$ cat src/core/sip_pkg.sv
// package: constants and carrier types of the sensor interrupt block
package sip_pkg;
    localparam int unsigned ADR_W        = 9;
    localparam int unsigned DAT_W        = 32;
    localparam int unsigned SEL_W        = 4;
    localparam int unsigned IDX_W        = 7;
    localparam logic [6:0]  IDX_SLOT4_CTRL = 7'h34;
    localparam logic [6:0]  IDX_AUX_STAT   = 7'h36;
    localparam logic [6:0]  IDX_PIN_CFG    = 7'h37;
    localparam logic [6:0]  IDX_IRQ_EN     = 7'h38;
    localparam logic [6:0]  IDX_IRQ_STAT   = 7'h3A;
    localparam logic [6:0]  IDX_USER_CTRL  = 7'h6A;
    localparam int unsigned B_PASS       = 7;
    localparam int unsigned B_S4_DONE    = 6;
    localparam int unsigned B_ARB_LOST   = 5;
    localparam int unsigned B_NACK_LO    = 0;
    localparam int unsigned NACK_N       = 5;
    localparam int unsigned B_ACT_LOW    = 7;
    localparam int unsigned B_OPEN_DRAIN = 6;
    localparam int unsigned B_LATCH      = 5;
    localparam int unsigned B_ANY_RD_CLR = 4;
    localparam int unsigned B_FS_POL     = 3;
    localparam int unsigned B_FS_EN      = 2;
    localparam int unsigned B_BYPASS     = 1;
    localparam int unsigned B_OVF        = 4;
    localparam int unsigned B_MST        = 3;
    localparam int unsigned B_DRDY       = 0;
    localparam int unsigned B_S4_GATE    = 6;
    localparam int unsigned B_MST_ON     = 5;
    localparam logic [7:0]  PIN_CFG_MASK = 8'hFE;
    localparam logic [7:0]  IRQ_EN_MASK  = 8'h19;
    localparam logic [7:0]  REG_RST      = 8'h00;
    localparam int unsigned PULSE_US     = 50;
    localparam int unsigned CLK_MHZ      = 125;
    localparam int unsigned PULSE_CYC    = PULSE_US * CLK_MHZ;
    localparam int unsigned CNT_W        = 16;

    typedef struct packed {
        logic             cyc;
        logic             stb;
        logic             we;
        logic [ADR_W-1:0] adr;
        logic [SEL_W-1:0] sel;
        logic [DAT_W-1:0] dat;
    } sip_wb_req_t;

    typedef struct packed {
        logic             ack;
        logic [DAT_W-1:0] dat;
    } sip_wb_rsp_t;

    typedef struct packed {
        logic              slot4_done;
        logic              arb_lost;
        logic [NACK_N-1:0] nack;
    } sip_aux_evt_t;

    typedef enum logic [2:0] {
        PIN_IDLE  = 3'h1,
        PIN_PULSE = 3'h2,
        PIN_HOLD  = 3'h4
    } sip_pin_st_t;

    typedef struct packed {
        sip_pin_st_t      st;
        logic [CNT_W-1:0] cnt;
        logic             req_q;
        logic             active;
        logic             pin;
        logic             oe;
    } sip_pin_state_t;

    typedef struct packed {
        logic       ack;
        logic [7:0] rdat;
        logic [7:0] aux_stat;
        logic [7:0] irq_stat;
        logic [7:0] pin_cfg;
        logic [7:0] irq_en;
        logic       s4_gate;
        logic       mst_on;
        logic       fs_q;
        logic       bypass;
    } sip_core_state_t;
endpackage

$ cat src/core/sip_pin_drive.sv
// interrupt pin driver: pulse or latch, polarity, push-pull or open drain
`timescale 1ns/10ps
module sip_pin_drive #(
    parameter int unsigned PULSE_CYC = sip_pkg::PULSE_CYC
) (
    input  wire logic clk_i,
    input  wire logic rst_b_i,
    input  wire logic req_i,
    input  wire logic act_low_i,
    input  wire logic open_drain_i,
    input  wire logic latch_i,
    output logic      pin_o,
    output logic      pin_oe_o,
    output logic      active_o
);
    sip_pkg::sip_pin_state_t s_reg;
    sip_pkg::sip_pin_state_t s_next;

    always_comb begin
        s_next       = s_reg;
        s_next.req_q = req_i;
        case (s_reg.st)
            sip_pkg::PIN_IDLE: begin
                if (latch_i && req_i) begin
                    s_next.st = sip_pkg::PIN_HOLD;
                end else if (!latch_i && req_i && !s_reg.req_q) begin
                    s_next.st  = sip_pkg::PIN_PULSE;
                    s_next.cnt = sip_pkg::CNT_W'(PULSE_CYC - 1);
                end
            end
            sip_pkg::PIN_PULSE: begin
                if (latch_i) begin
                    s_next.st = req_i ? sip_pkg::PIN_HOLD : sip_pkg::PIN_IDLE;
                end else if (s_reg.cnt == '0) begin
                    s_next.st = sip_pkg::PIN_IDLE;
                end else begin
                    s_next.cnt = s_reg.cnt - 1'b1;
                end
            end
            sip_pkg::PIN_HOLD: begin
                if (!req_i || !latch_i) begin
                    s_next.st = sip_pkg::PIN_IDLE;
                end
            end
            default: begin
                s_next.st = sip_pkg::PIN_IDLE;
            end
        endcase
        s_next.active = (s_next.st != sip_pkg::PIN_IDLE);
        s_next.pin    = s_next.active ^ act_low_i;
        s_next.oe     = open_drain_i ? s_next.active : 1'b1;
    end

    always_ff @(posedge clk_i or negedge rst_b_i) begin
        if (!rst_b_i) begin
            s_reg <= '{st: sip_pkg::PIN_IDLE, default: '0};
        end else begin
            s_reg <= s_next;
        end
    end

    assign pin_o    = s_reg.pin;
    assign pin_oe_o = s_reg.oe;
    assign active_o = s_reg.active;
endmodule

$ cat src/core/sip_irq_core.sv
// interrupt status, enables and pin configuration with wishbone slave
//
// Behaviour
// - reading aux status clears all its flags
// - pass-through flag mirrors gated frame-sync event
// - slot-4 done sets flag, gated twice
// - arbitration loss sets flag and aux interrupt
// - per-slot not-acknowledge sets its own flag
// - polarity bit selects active high or low
// - open drain drives only the active level
// - pulse of 50 us or latched level
// - clear on status read or any read
// - frame-sync input polarity is selectable
// - frame-sync edge sets flag only when enabled
// - bypass only when enabled and master off
// - each source gated by its enable bit
// - any aux source raises combined aux interrupt, slot-4 done only with its gate set
// - data ready fires per complete sensor write
// - enable bits 2 and 1 are reserved
// - status flags set on event, clear on read
// - slot-4 control holds completion interrupt gate
`timescale 1ns/10ps
module sip_irq_core #(
    parameter int unsigned PULSE_CYC = sip_pkg::PULSE_CYC
) (
    input  wire logic                 clk_i,
    input  wire logic                 rst_b_i,
    input  wire sip_pkg::sip_wb_req_t wb_req_i,
    output sip_pkg::sip_wb_rsp_t      wb_rsp_o,
    input  wire sip_pkg::sip_aux_evt_t aux_evt_i,
    input  wire logic                 overflow_i,
    input  wire logic                 data_ready_i,
    input  wire logic                 frame_sync_pin_i,
    output logic                      irq_pin_o,
    output logic                      irq_pin_oe_o,
    output logic                      aux_bypass_o
);
    sip_pkg::sip_core_state_t s_reg;
    sip_pkg::sip_core_state_t s_next;

    // word index match
    function automatic logic hit(
        input logic [sip_pkg::ADR_W-1:0] adr,
        input logic [sip_pkg::IDX_W-1:0] idx
    );
        return adr[sip_pkg::ADR_W-1:2] == idx;
    endfunction

    // sticky flag update, set wins over clear
    function automatic logic [7:0] sticky(
        input logic [7:0] old,
        input logic [7:0] set,
        input logic       clr
    );
        return (old & ~{8{clr}}) | set;
    endfunction

    logic       acc;
    logic       rd;
    logic       wr;
    logic       fs_act;
    logic       fs_edge;
    logic       pass_ev;
    logic       mst_ev;
    logic [7:0] aux_set;
    logic [7:0] irq_set;
    logic       aux_clr;
    logic       irq_clr;
    logic       irq_req;
    logic       irq_active;

    // bus phases: read at take, write at ack edge
    assign acc = wb_req_i.cyc && wb_req_i.stb && !s_reg.ack;
    assign rd  = acc && !wb_req_i.we;
    assign wr  = wb_req_i.cyc && wb_req_i.stb && wb_req_i.we
                 && s_reg.ack && wb_req_i.sel[0];

    // frame-sync input, taken synchronous
    assign fs_act  = frame_sync_pin_i
                     ^ s_reg.pin_cfg[sip_pkg::B_FS_POL];
    assign fs_edge = fs_act && !s_reg.fs_q;
    assign pass_ev = fs_edge
                     && s_reg.pin_cfg[sip_pkg::B_FS_EN];

    // aux status events
    always_comb begin
        aux_set = '0;
        aux_set[sip_pkg::B_PASS]     = pass_ev;
        aux_set[sip_pkg::B_S4_DONE]  = aux_evt_i.slot4_done;
        aux_set[sip_pkg::B_ARB_LOST] = aux_evt_i.arb_lost;
        aux_set[sip_pkg::B_NACK_LO +: sip_pkg::NACK_N] = aux_evt_i.nack;
    end

    // combined aux interrupt event
    assign mst_ev = pass_ev
                    || (aux_evt_i.slot4_done && s_reg.s4_gate)
                    || aux_evt_i.arb_lost
                    || (|aux_evt_i.nack);

    always_comb begin
        irq_set = '0;
        irq_set[sip_pkg::B_OVF]  = overflow_i;
        irq_set[sip_pkg::B_MST]  = mst_ev;
        irq_set[sip_pkg::B_DRDY] = data_ready_i;
    end

    assign aux_clr = rd && hit(wb_req_i.adr, sip_pkg::IDX_AUX_STAT);
    assign irq_clr = rd && (hit(wb_req_i.adr, sip_pkg::IDX_IRQ_STAT)
                     || s_reg.pin_cfg[sip_pkg::B_ANY_RD_CLR]);

    // enabled pending flags request the pin
    assign irq_req = |(s_reg.irq_stat & s_reg.irq_en);

    always_comb begin
        s_next      = s_reg;
        s_next.ack  = acc;
        s_next.fs_q = fs_act;
        s_next.aux_stat = sticky(s_reg.aux_stat, aux_set, aux_clr);
        s_next.irq_stat = sticky(s_reg.irq_stat, irq_set, irq_clr);
        if (rd) begin
            if (hit(wb_req_i.adr, sip_pkg::IDX_AUX_STAT)) begin
                s_next.rdat = s_reg.aux_stat;
            end else if (hit(wb_req_i.adr, sip_pkg::IDX_PIN_CFG)) begin
                s_next.rdat = s_reg.pin_cfg;
            end else if (hit(wb_req_i.adr, sip_pkg::IDX_IRQ_EN)) begin
                s_next.rdat = s_reg.irq_en;
            end else if (hit(wb_req_i.adr, sip_pkg::IDX_IRQ_STAT)) begin
                s_next.rdat = s_reg.irq_stat;
            end else if (hit(wb_req_i.adr, sip_pkg::IDX_SLOT4_CTRL)) begin
                s_next.rdat = '0;
                s_next.rdat[sip_pkg::B_S4_GATE] = s_reg.s4_gate;
            end else if (hit(wb_req_i.adr, sip_pkg::IDX_USER_CTRL)) begin
                s_next.rdat = '0;
                s_next.rdat[sip_pkg::B_MST_ON] = s_reg.mst_on;
            end else begin
                s_next.rdat = '0;
            end
        end else if (acc) begin
            s_next.rdat = '0;
        end
        if (wr) begin
            if (hit(wb_req_i.adr, sip_pkg::IDX_PIN_CFG)) begin
                s_next.pin_cfg = wb_req_i.dat[7:0] & sip_pkg::PIN_CFG_MASK;
            end
            if (hit(wb_req_i.adr, sip_pkg::IDX_IRQ_EN)) begin
                s_next.irq_en = wb_req_i.dat[7:0]
                                & sip_pkg::IRQ_EN_MASK;
            end
            if (hit(wb_req_i.adr, sip_pkg::IDX_SLOT4_CTRL)) begin
                s_next.s4_gate = wb_req_i.dat[sip_pkg::B_S4_GATE];
            end
            if (hit(wb_req_i.adr, sip_pkg::IDX_USER_CTRL)) begin
                s_next.mst_on = wb_req_i.dat[sip_pkg::B_MST_ON];
            end
        end
        s_next.bypass = s_next.pin_cfg[sip_pkg::B_BYPASS]
                        && !s_next.mst_on;
    end

    always_ff @(posedge clk_i or negedge rst_b_i) begin
        if (!rst_b_i) begin
            s_reg <= '0;
        end else begin
            s_reg <= s_next;
        end
    end

    // pin shaping
    sip_pin_drive #(
        .PULSE_CYC (PULSE_CYC)
    ) u_pin (
        .clk_i        (clk_i),
        .rst_b_i      (rst_b_i),
        .req_i        (irq_req),
        .act_low_i    (s_reg.pin_cfg[sip_pkg::B_ACT_LOW]),
        .open_drain_i (s_reg.pin_cfg[sip_pkg::B_OPEN_DRAIN]),
        .latch_i      (s_reg.pin_cfg[sip_pkg::B_LATCH]),
        .pin_o        (irq_pin_o),
        .pin_oe_o     (irq_pin_oe_o),
        .active_o     (irq_active)
    );

    assign wb_rsp_o.ack = s_reg.ack;
    assign wb_rsp_o.dat = {{(sip_pkg::DAT_W - 8){1'b0}}, s_reg.rdat};
    assign aux_bypass_o = s_reg.bypass;
endmodule

$ cat config.mk
export PLATFORM = sky130hd
export DESIGN_NAME = sip_irq_core
export DESIGN_NICKNAME = d
export VERILOG_FILES = /design/src/core/sip_pkg.sv /design/src/core/sip_pin_drive.sv /design/src/core/sip_irq_core.sv
export SDC_FILE = /design/constraint.sdc
export NUM_CORES = 1
export LEC_CHECK = 0
export BUFFER_PORTS_ARGS = -buffer_cell sky130_fd_sc_hd__buf_2
export CORE_ASPECT_RATIO = 2
export CORE_MARGIN = 2
export CORE_UTILIZATION = 52
export CTS_CLUSTER_SIZE = 16
export DETAILED_ROUTE_END_ITERATION = 7
export GPL_ROUTABILITY_DRIVEN = 0
export PLACE_DENSITY = 0.8
export SLEW_MARGIN = 10
export SYNTH_ARGS = -nofsm -noshare
export SYNTH_HDL_FRONTEND = slang
export SYNTH_HIERARCHICAL = 1
export SYNTH_SLANG_ARGS = --single-unit
$ cat constraint.sdc
create_clock -name clk_i -period 2.65 [get_ports clk_i]
set_clock_uncertainty 0.15 [all_clocks]
set_input_delay 0 -clock clk_i [delete_from_list [all_inputs] [get_ports clk_i]]
set_output_delay 0 -clock clk_i [all_outputs]
set_load 0.05 [all_outputs]
==> results of run 1 <==
==> power groups by stage <==
stage / Combinational [uW] / Clock (uW) / Sequential, uW
3_3_place_gp: 394 / 0 / 998
5_1_grt: 472 / 1090 / 989
4_1_cts: 427 / 1030 / 985
2_1_floorplan: 318 / 0 / 997
6_report: 430 / 1010 / 986
3_5_place_dp: 402 / 0 / 999
==> layout make-up <==
| cell class | instances | area (sq um) |
|---|---|---|
| fillers | 451 | 2160 |
| flip-flops and latches | 61 | 1530 |
| multi-input cells | 213 | 1490 |
| repair buffers | 68 | 455 |
| clock buffers | 13 | 250 |
| well taps | 63 | 78.8 |
| inverters | 8 | 30.0 |
| clock inverters | 2 | 10.0 |
==> layout by cell type (no fill, tap or decap), drive strengths merged, types with 3 or more instances in the layout <==
master	instances
dfrtp	60
buf	48
conb	24
nand2	21
dlygate4sd3	20
nor2	15
mux2i	14
clkbuf	13
o21ai	12
mux2	12
inv	8
a21o	8
a21oi	8
or4	8
nor4	7
nor2b	6
nand4	6
nand2b	6
o211ai	6
nor3	5
nand3	4
nand3b	4
o31ai	4
a22o	3
nand4b	3
and3	3
==> worst max-delay path by stage <==
| stage | startpoint | to | slack (ns) | cells after the start |
|---|---|---|---|---|
| global route | u_pin/s_reg[4] | u_pin/s_reg[7] | 0.04 | 6 |
| detailed placement | u_pin/s_reg[4] | u_pin/s_reg[7] | 0.17 | 6 |
| floorplan | u_pin/s_reg[4] | u_pin/s_reg[7] | 0.35 | 6 |
| global placement | u_pin/s_reg[4] | u_pin/s_reg[7] | 0.19 | 6 |
| finish | u_pin/s_reg[4] | u_pin/s_reg[7] | 0.15 | 6 |
| CTS | u_pin/s_reg[4] | u_pin/s_reg[7] | 0.16 | 6 |
==> per-layer routing <==
layer	routed length (um)	GRT usage
met2	4250	0.435
met4	261	0.123
met5	0	0
met1	2590	0.242
met3	279	0.0525
==> worst register-to-register path: cells and delay by family, from the launching register on <==
family,cells,cell delay (ns)
AOI/OAI and AO/OA,1,0.32
adders and majority gates,1,0.15
buffers and inverters,1,0.12
DFF,1,0.40
and+or+nand+nor,3,1.24
==> through the flow <==
step / std cells / area, sq um
6_report: 428 / 3840
5_1_grt: 428 / 3840
4_1_cts: 428 / 3840
3_5_place_dp: 393 / 3380
3_3_place_gp: 393 / 3380
2_1_floorplan: 322 / 3330
==> summary.txt, run 1 <==
Timing
  – Relative slew slack: 0.494
  – RSZ-0062 raised after global routing: false
  – Max Fclk: 399 MHz
  – Post-layout min period: 2.50 ns
  – Final hold viol count: 0
  – Hold_ws: 0.0428 ns
  – Post-route clock period utilization: 0.945
  – Final setup margin: 0.146 ns
  – Final setup fails: 0
  – Final Max Tran Viols: 0
  – Slew @ Worst Pin: 0.759 ns
  – Setup TNS: 0 ns

Final layout
  – Post-layout util: 0.640
  – Diode count: 0
  – Max FFs per register: 29
  – Share of cells above drive strength 1: 0.252
  – Final nets: 423
  – Area growth syn-to-layout: 18.5%

Power and ir drop
  – Clock share of power: 0.417
  – Seq pwr share: 0.406
  – Max VDD drop: 449 uV
  – Leakage: 0.00189 uW
  – Power Density: 631 nW/um^2
  – Internal: 1750 uW
  – Switch share: 0.279
  – P_sw: 676 uW
  – Combinational power share: 0.177
  – Tot Pwr: 2430 uW

Detailed routing
  – Drt wl/cell: 17.2 um
  – DRC errors left: 0
  – Detailed Route WL: 7.38 mm
  – Post-route ant nets: 0
  – Vias: 2,472
  – Vias/cell: 5.78
  – Initial DRC count: 221
  – First-pass DRT Iterations: 5

Global route
  – Largest net degree at the start of global routing: 34
  – Aggregate global-route resource usage: 0.239
  – Vias in the first global route: 2,588
  – First-pass GRT wire length: 12.2 mm
  – Antenna violations before repair: 0
  – Congestion Overflow GR: 0

Hold path
  – Hold Path Cell Cnt: 4
  – Hold EP: wb_rsp_o[6]
  – Hold Path Origin: wb_req_i[40]
  – Hold Path Class: in -> reg

Job
  – Max Cap Viol: 0

Synth
  – Yosys Warn Count: 6
  – Synth Area per Inst: 10.9 sq um
  – Syn Inst Count: 299
  – Post-Syn Area: 3240 sq um

CTS
  – Clk root buf: clkbuf_16
  – CTS Sinks: 61
  – H-tree Lvls: 3
  – Clk_lat worst skew: 0.32 ns
  – Maximum clock path buffer count: 2
  – Cts bufs inserted: 9
  – Post-CTS sizing: 0
  – CTS hold repair buffers: 20
  – TritonCTS clock tree: done
  – Reg clk slew, reported paths: 0.05 ns
  – Number of setup buffers added after CTS: 0

Floorplanning
  – Io pins: 96
  – Die area: 6930 sq um
  – Initial core utilization: 0.540
  – # rows: 40
  – Chip Width: 59.9 um
  – Core Region: 6010 sq um
  – Die Y: 116 um

Critical path
  – Required @ worst endpoint: 2.70 ns
  – RR Startpoint: u_pin/s_reg[4]
  – FF-to-FF End: u_pin/s_reg[7]
  – Worst Setup Start Kind: flip-flop
  – Crit-path max FO: 13
  – CP top delay family: simple AND/OR/NAND/NOR gates
  – CP bufs+invs: 1
  – Worst Setup End Kind: flip-flop
  – Critical Path Max Stage Delay: 0.55 ns
  – CP arrival: 2.56 ns
  – Reg2Reg Setup Slack: 0.15 ns
  – Crit Path Class: reg -> reg
  – Worst reg-to-reg path cell count: 6
  – CP max-delay cell: or4_4
  – Crit-path cells: inv_1 -> ha_1 -> or3b_2 -> or4_4 -> and2_4 -> o311a_1

Placement
  – Worst slack, placed: 0.166 ns
  – Port bufs: 42
  – Hpwl dp: 5.37 mm

Run status
  – Status: finished, final reports clean
Note: power is estimated with default switching activity, not from simulation.
==> run 2, diff against run 1 <==
--- a/config.mk
+++ b/config.mk
@@ -13,6 +13,7 @@
 export DETAILED_ROUTE_END_ITERATION = 7
 export GPL_ROUTABILITY_DRIVEN = 0
 export PLACE_DENSITY = 0.8
+export RECOVER_POWER = 100
 export SLEW_MARGIN = 10
 export SYNTH_ARGS = -nofsm -noshare
 export SYNTH_HDL_FRONTEND = slang
==> constraint.sdc (replaced) <==
create_clock -name clk_i -period 2.45 [get_ports clk_i]
set_clock_uncertainty 0.15 [all_clocks]
set_input_delay 0.1225 -clock clk_i [delete_from_list [all_inputs] [get_ports clk_i]]
set_output_delay 0.1225 -clock clk_i [all_outputs]
set_load 0.05 [all_outputs]
==> summary.txt, run 2 (same netlist as run 1, synthesis figures left out) <==
Run status
  – Status: finished, final reports clean

Floorplanning
  – Die area: 6930 sq um (unchanged)
  – Io pins: 96 (unchanged)
  – Chip Width: 59.9 um (unchanged)
  – Core Region: 6010 sq um (unchanged)
  – Initial core utilization: 0.540 (unchanged)
  – Die Y: 116 um (unchanged)
  – # rows: 40 (unchanged)

Detailed routing
  – Initial DRC count: 204 (-7.7%)
  – DRC errors left: 0 (unchanged)
  – First-pass DRT Iterations: 4 (-1)
  – Vias/cell: 6.01 (+4.1%)
  – Post-route ant nets: 0 (unchanged)
  – Drt wl/cell: 17.9 um (+3.7%)
  – Detailed Route WL: 7.77 mm (+5.4%)
  – Vias: 2,616 (+5.8%)

Timing
  – Post-route clock period utilization: 0.967 (+0.0220)
  – Relative slew slack: 0.124 (-0.370)
  – RSZ-0062 raised after global routing: false
  – Max Fclk: 422 MHz (+5.7%)
  – Post-layout min period: 2.37 ns (-0.135 ns)
  – Final setup margin: 0.0808 ns (-0.0649 ns)
  – Final setup fails: 0 (unchanged)
  – Slew @ Worst Pin: 1.31 ns (+0.556 ns)
  – Final Max Tran Viols: 0 (unchanged)
  – Final hold viol count: 0 (unchanged)
  – Setup TNS: 0 ns (unchanged)

Placement
  – Dpl cell area: 3460 sq um (+2.4%)
  – Worst slack, placed: 0.0597 ns (-0.107 ns)
  – Hpwl dp: 5.64 mm (+5.1%)
  – Port bufs: 42 (unchanged)

Hold path
  – Hold EP: wb_rsp_o[5]
  – Hold Path Origin: wb_req_i[45]
  – Hold Path Cell Cnt: 4 (unchanged)
  – Hold Path Class: in -> reg

CTS
  – CTS Sinks: 61 (unchanged)
  – TritonCTS clock tree: done
  – Clk root buf: clkbuf_16
  – Maximum clock path buffer count: 2 (unchanged)
  – Clk_lat worst skew: 0.33 ns (about the same)
  – Reg clk slew, reported paths: 0.05 ns (about the same)
  – H-tree Lvls: 3 (unchanged)
  – Cts bufs inserted: 9 (unchanged)

Critical path
  – Crit Path Class: reg -> reg
  – Worst Setup Start Kind: flip-flop
  – RR Startpoint: u_pin/s_reg[9]
  – Crit path from: u_pin/s_reg[9]
  – FF-to-FF End: u_pin/s_reg[7]
  – Worst reg-to-reg path cell count: 4 (-2)
  – Reg2Reg Setup Slack: 0.08 ns (-0.06 ns)
  – Crit-path max FO: 5 (-8)
  – Worst Setup End Kind: flip-flop
  – Required @ worst endpoint: 2.51 ns (-0.19 ns)
  – CP arrival: 2.42 ns (-0.14 ns)

Global route
  – Antenna violations before repair: 0 (unchanged)
  – Largest net degree at the start of global routing: 38 (+12%)
  – M3 GR Usage: 0.0558 (+0.00335)
  – Aggregate global-route resource usage: 0.248 (+0.00935)
  – Most used routing layer: met2
  – Vias in the first global route: 2,641 (+2.0%)
  – Met2 GRT Util: 0.457 (+0.0217)
  – Met1 GRT Util: 0.240 (-0.00188)
  – First-pass GRT wire length: 12.5 mm (+2.4%)
  – Congestion Overflow GR: 0 (unchanged)

Power and ir drop
  – Max VDD drop: 356 uV (-21%)
  – Leakage: 0.00187 uW (-1.2%)
  – Power Density: 727 nW/um^2 (+15%)
  – Tot Pwr: 2820 uW (+16%)

Final layout
  – Most frequent cells in the layout: 60 x dfrtp_1, 28 x buf_2, 24 x conb_1
  – Diode count: 0 (unchanged)
  – Share of cells above drive strength 1: 0.223 (-0.0289)
  – Max FFs per register: 29 (unchanged)
  – Cell area after layout: 3880 sq um (+1.0%)
  – Commonest non-fill, non-tap cell in the layout: dfrtp_1
  – Post-layout util: 0.647 (+0.00667)
  – Area growth syn-to-layout: 19.7%
  – Final nets: 431 (+1.9%)

Job
  – Max Cap Viol: 0 (unchanged)
-- run 2: cell count changes in the layout (fill, tap and decap cells not counted), sizes merged --
cell,before,now
clkbuf,13,32
buf,48,38
clkinv,2,0
bufinv,0,1
dlygate4sd3,20,19
-- run 2: area by class of cell --
class / count / area (sq um)
clock buffers: 13 / 270
clock inverters: 1 / 30.0
fillers: 452 / 2120
inverters: 8 / 30.0
multi-input cells: 213 / 1470
flip-flops and latches: 61 / 1530
well taps: 63 / 78.8
repair buffers: 76 / 483
-- run 2: repair_timing --
item	CTS	global route
buffers inserted	0	0
endpoints found under the setup margin	0	1
resized for setup	0	1
hold buffers	19	0
endpoints found under the hold margin	47	0
-- run 2: worst max-delay path: stages (launching register included) --
cell and delay [ns]:
dfrtp_1 0.42, or4_4 0.57, or4_4 0.59, and2_4 0.19, o311a_1 0.32
-- run 2: worst max-delay path by stage --
stage                     cells past startpoint  slack [ns]        endpoint
after floorplan                               6        0.15  u_pin/s_reg[7]
after global placement                        4        0.09  u_pin/s_reg[7]
after detailed placement                      4        0.06  u_pin/s_reg[7]
after CTS                                     4        0.05  u_pin/s_reg[7]
after global routing                          7        0.01  u_pin/s_reg[4]
final                                         4        0.08  u_pin/s_reg[7]
-- run 2: per-stage QoR --
step / hold WS (ns) / std cells
finish: 0.0436 / 435
global route: 0.0678 / 435
CTS: 0.0257 / 435
detailed placement: -0.00371 / 402
global placement: -0.00708 / 402
floorplan: -0.323 / 322
-- run 2: layer usage --
layer,vias up,share of wire,routed length (um)
met4,0,0.043,331
met1,1272,0.34,2640
met3,38,0.048,375
met2,132,0.57,4420
li1,1174,-,-
met5,-,0,0
-- run 2: where the power goes --
group	internal (uW)	total (uW)	switching [uW]
logic	179	506	326
clock network	856	1260	400
registers	1040	1060	23.1
total	2070	2820	750
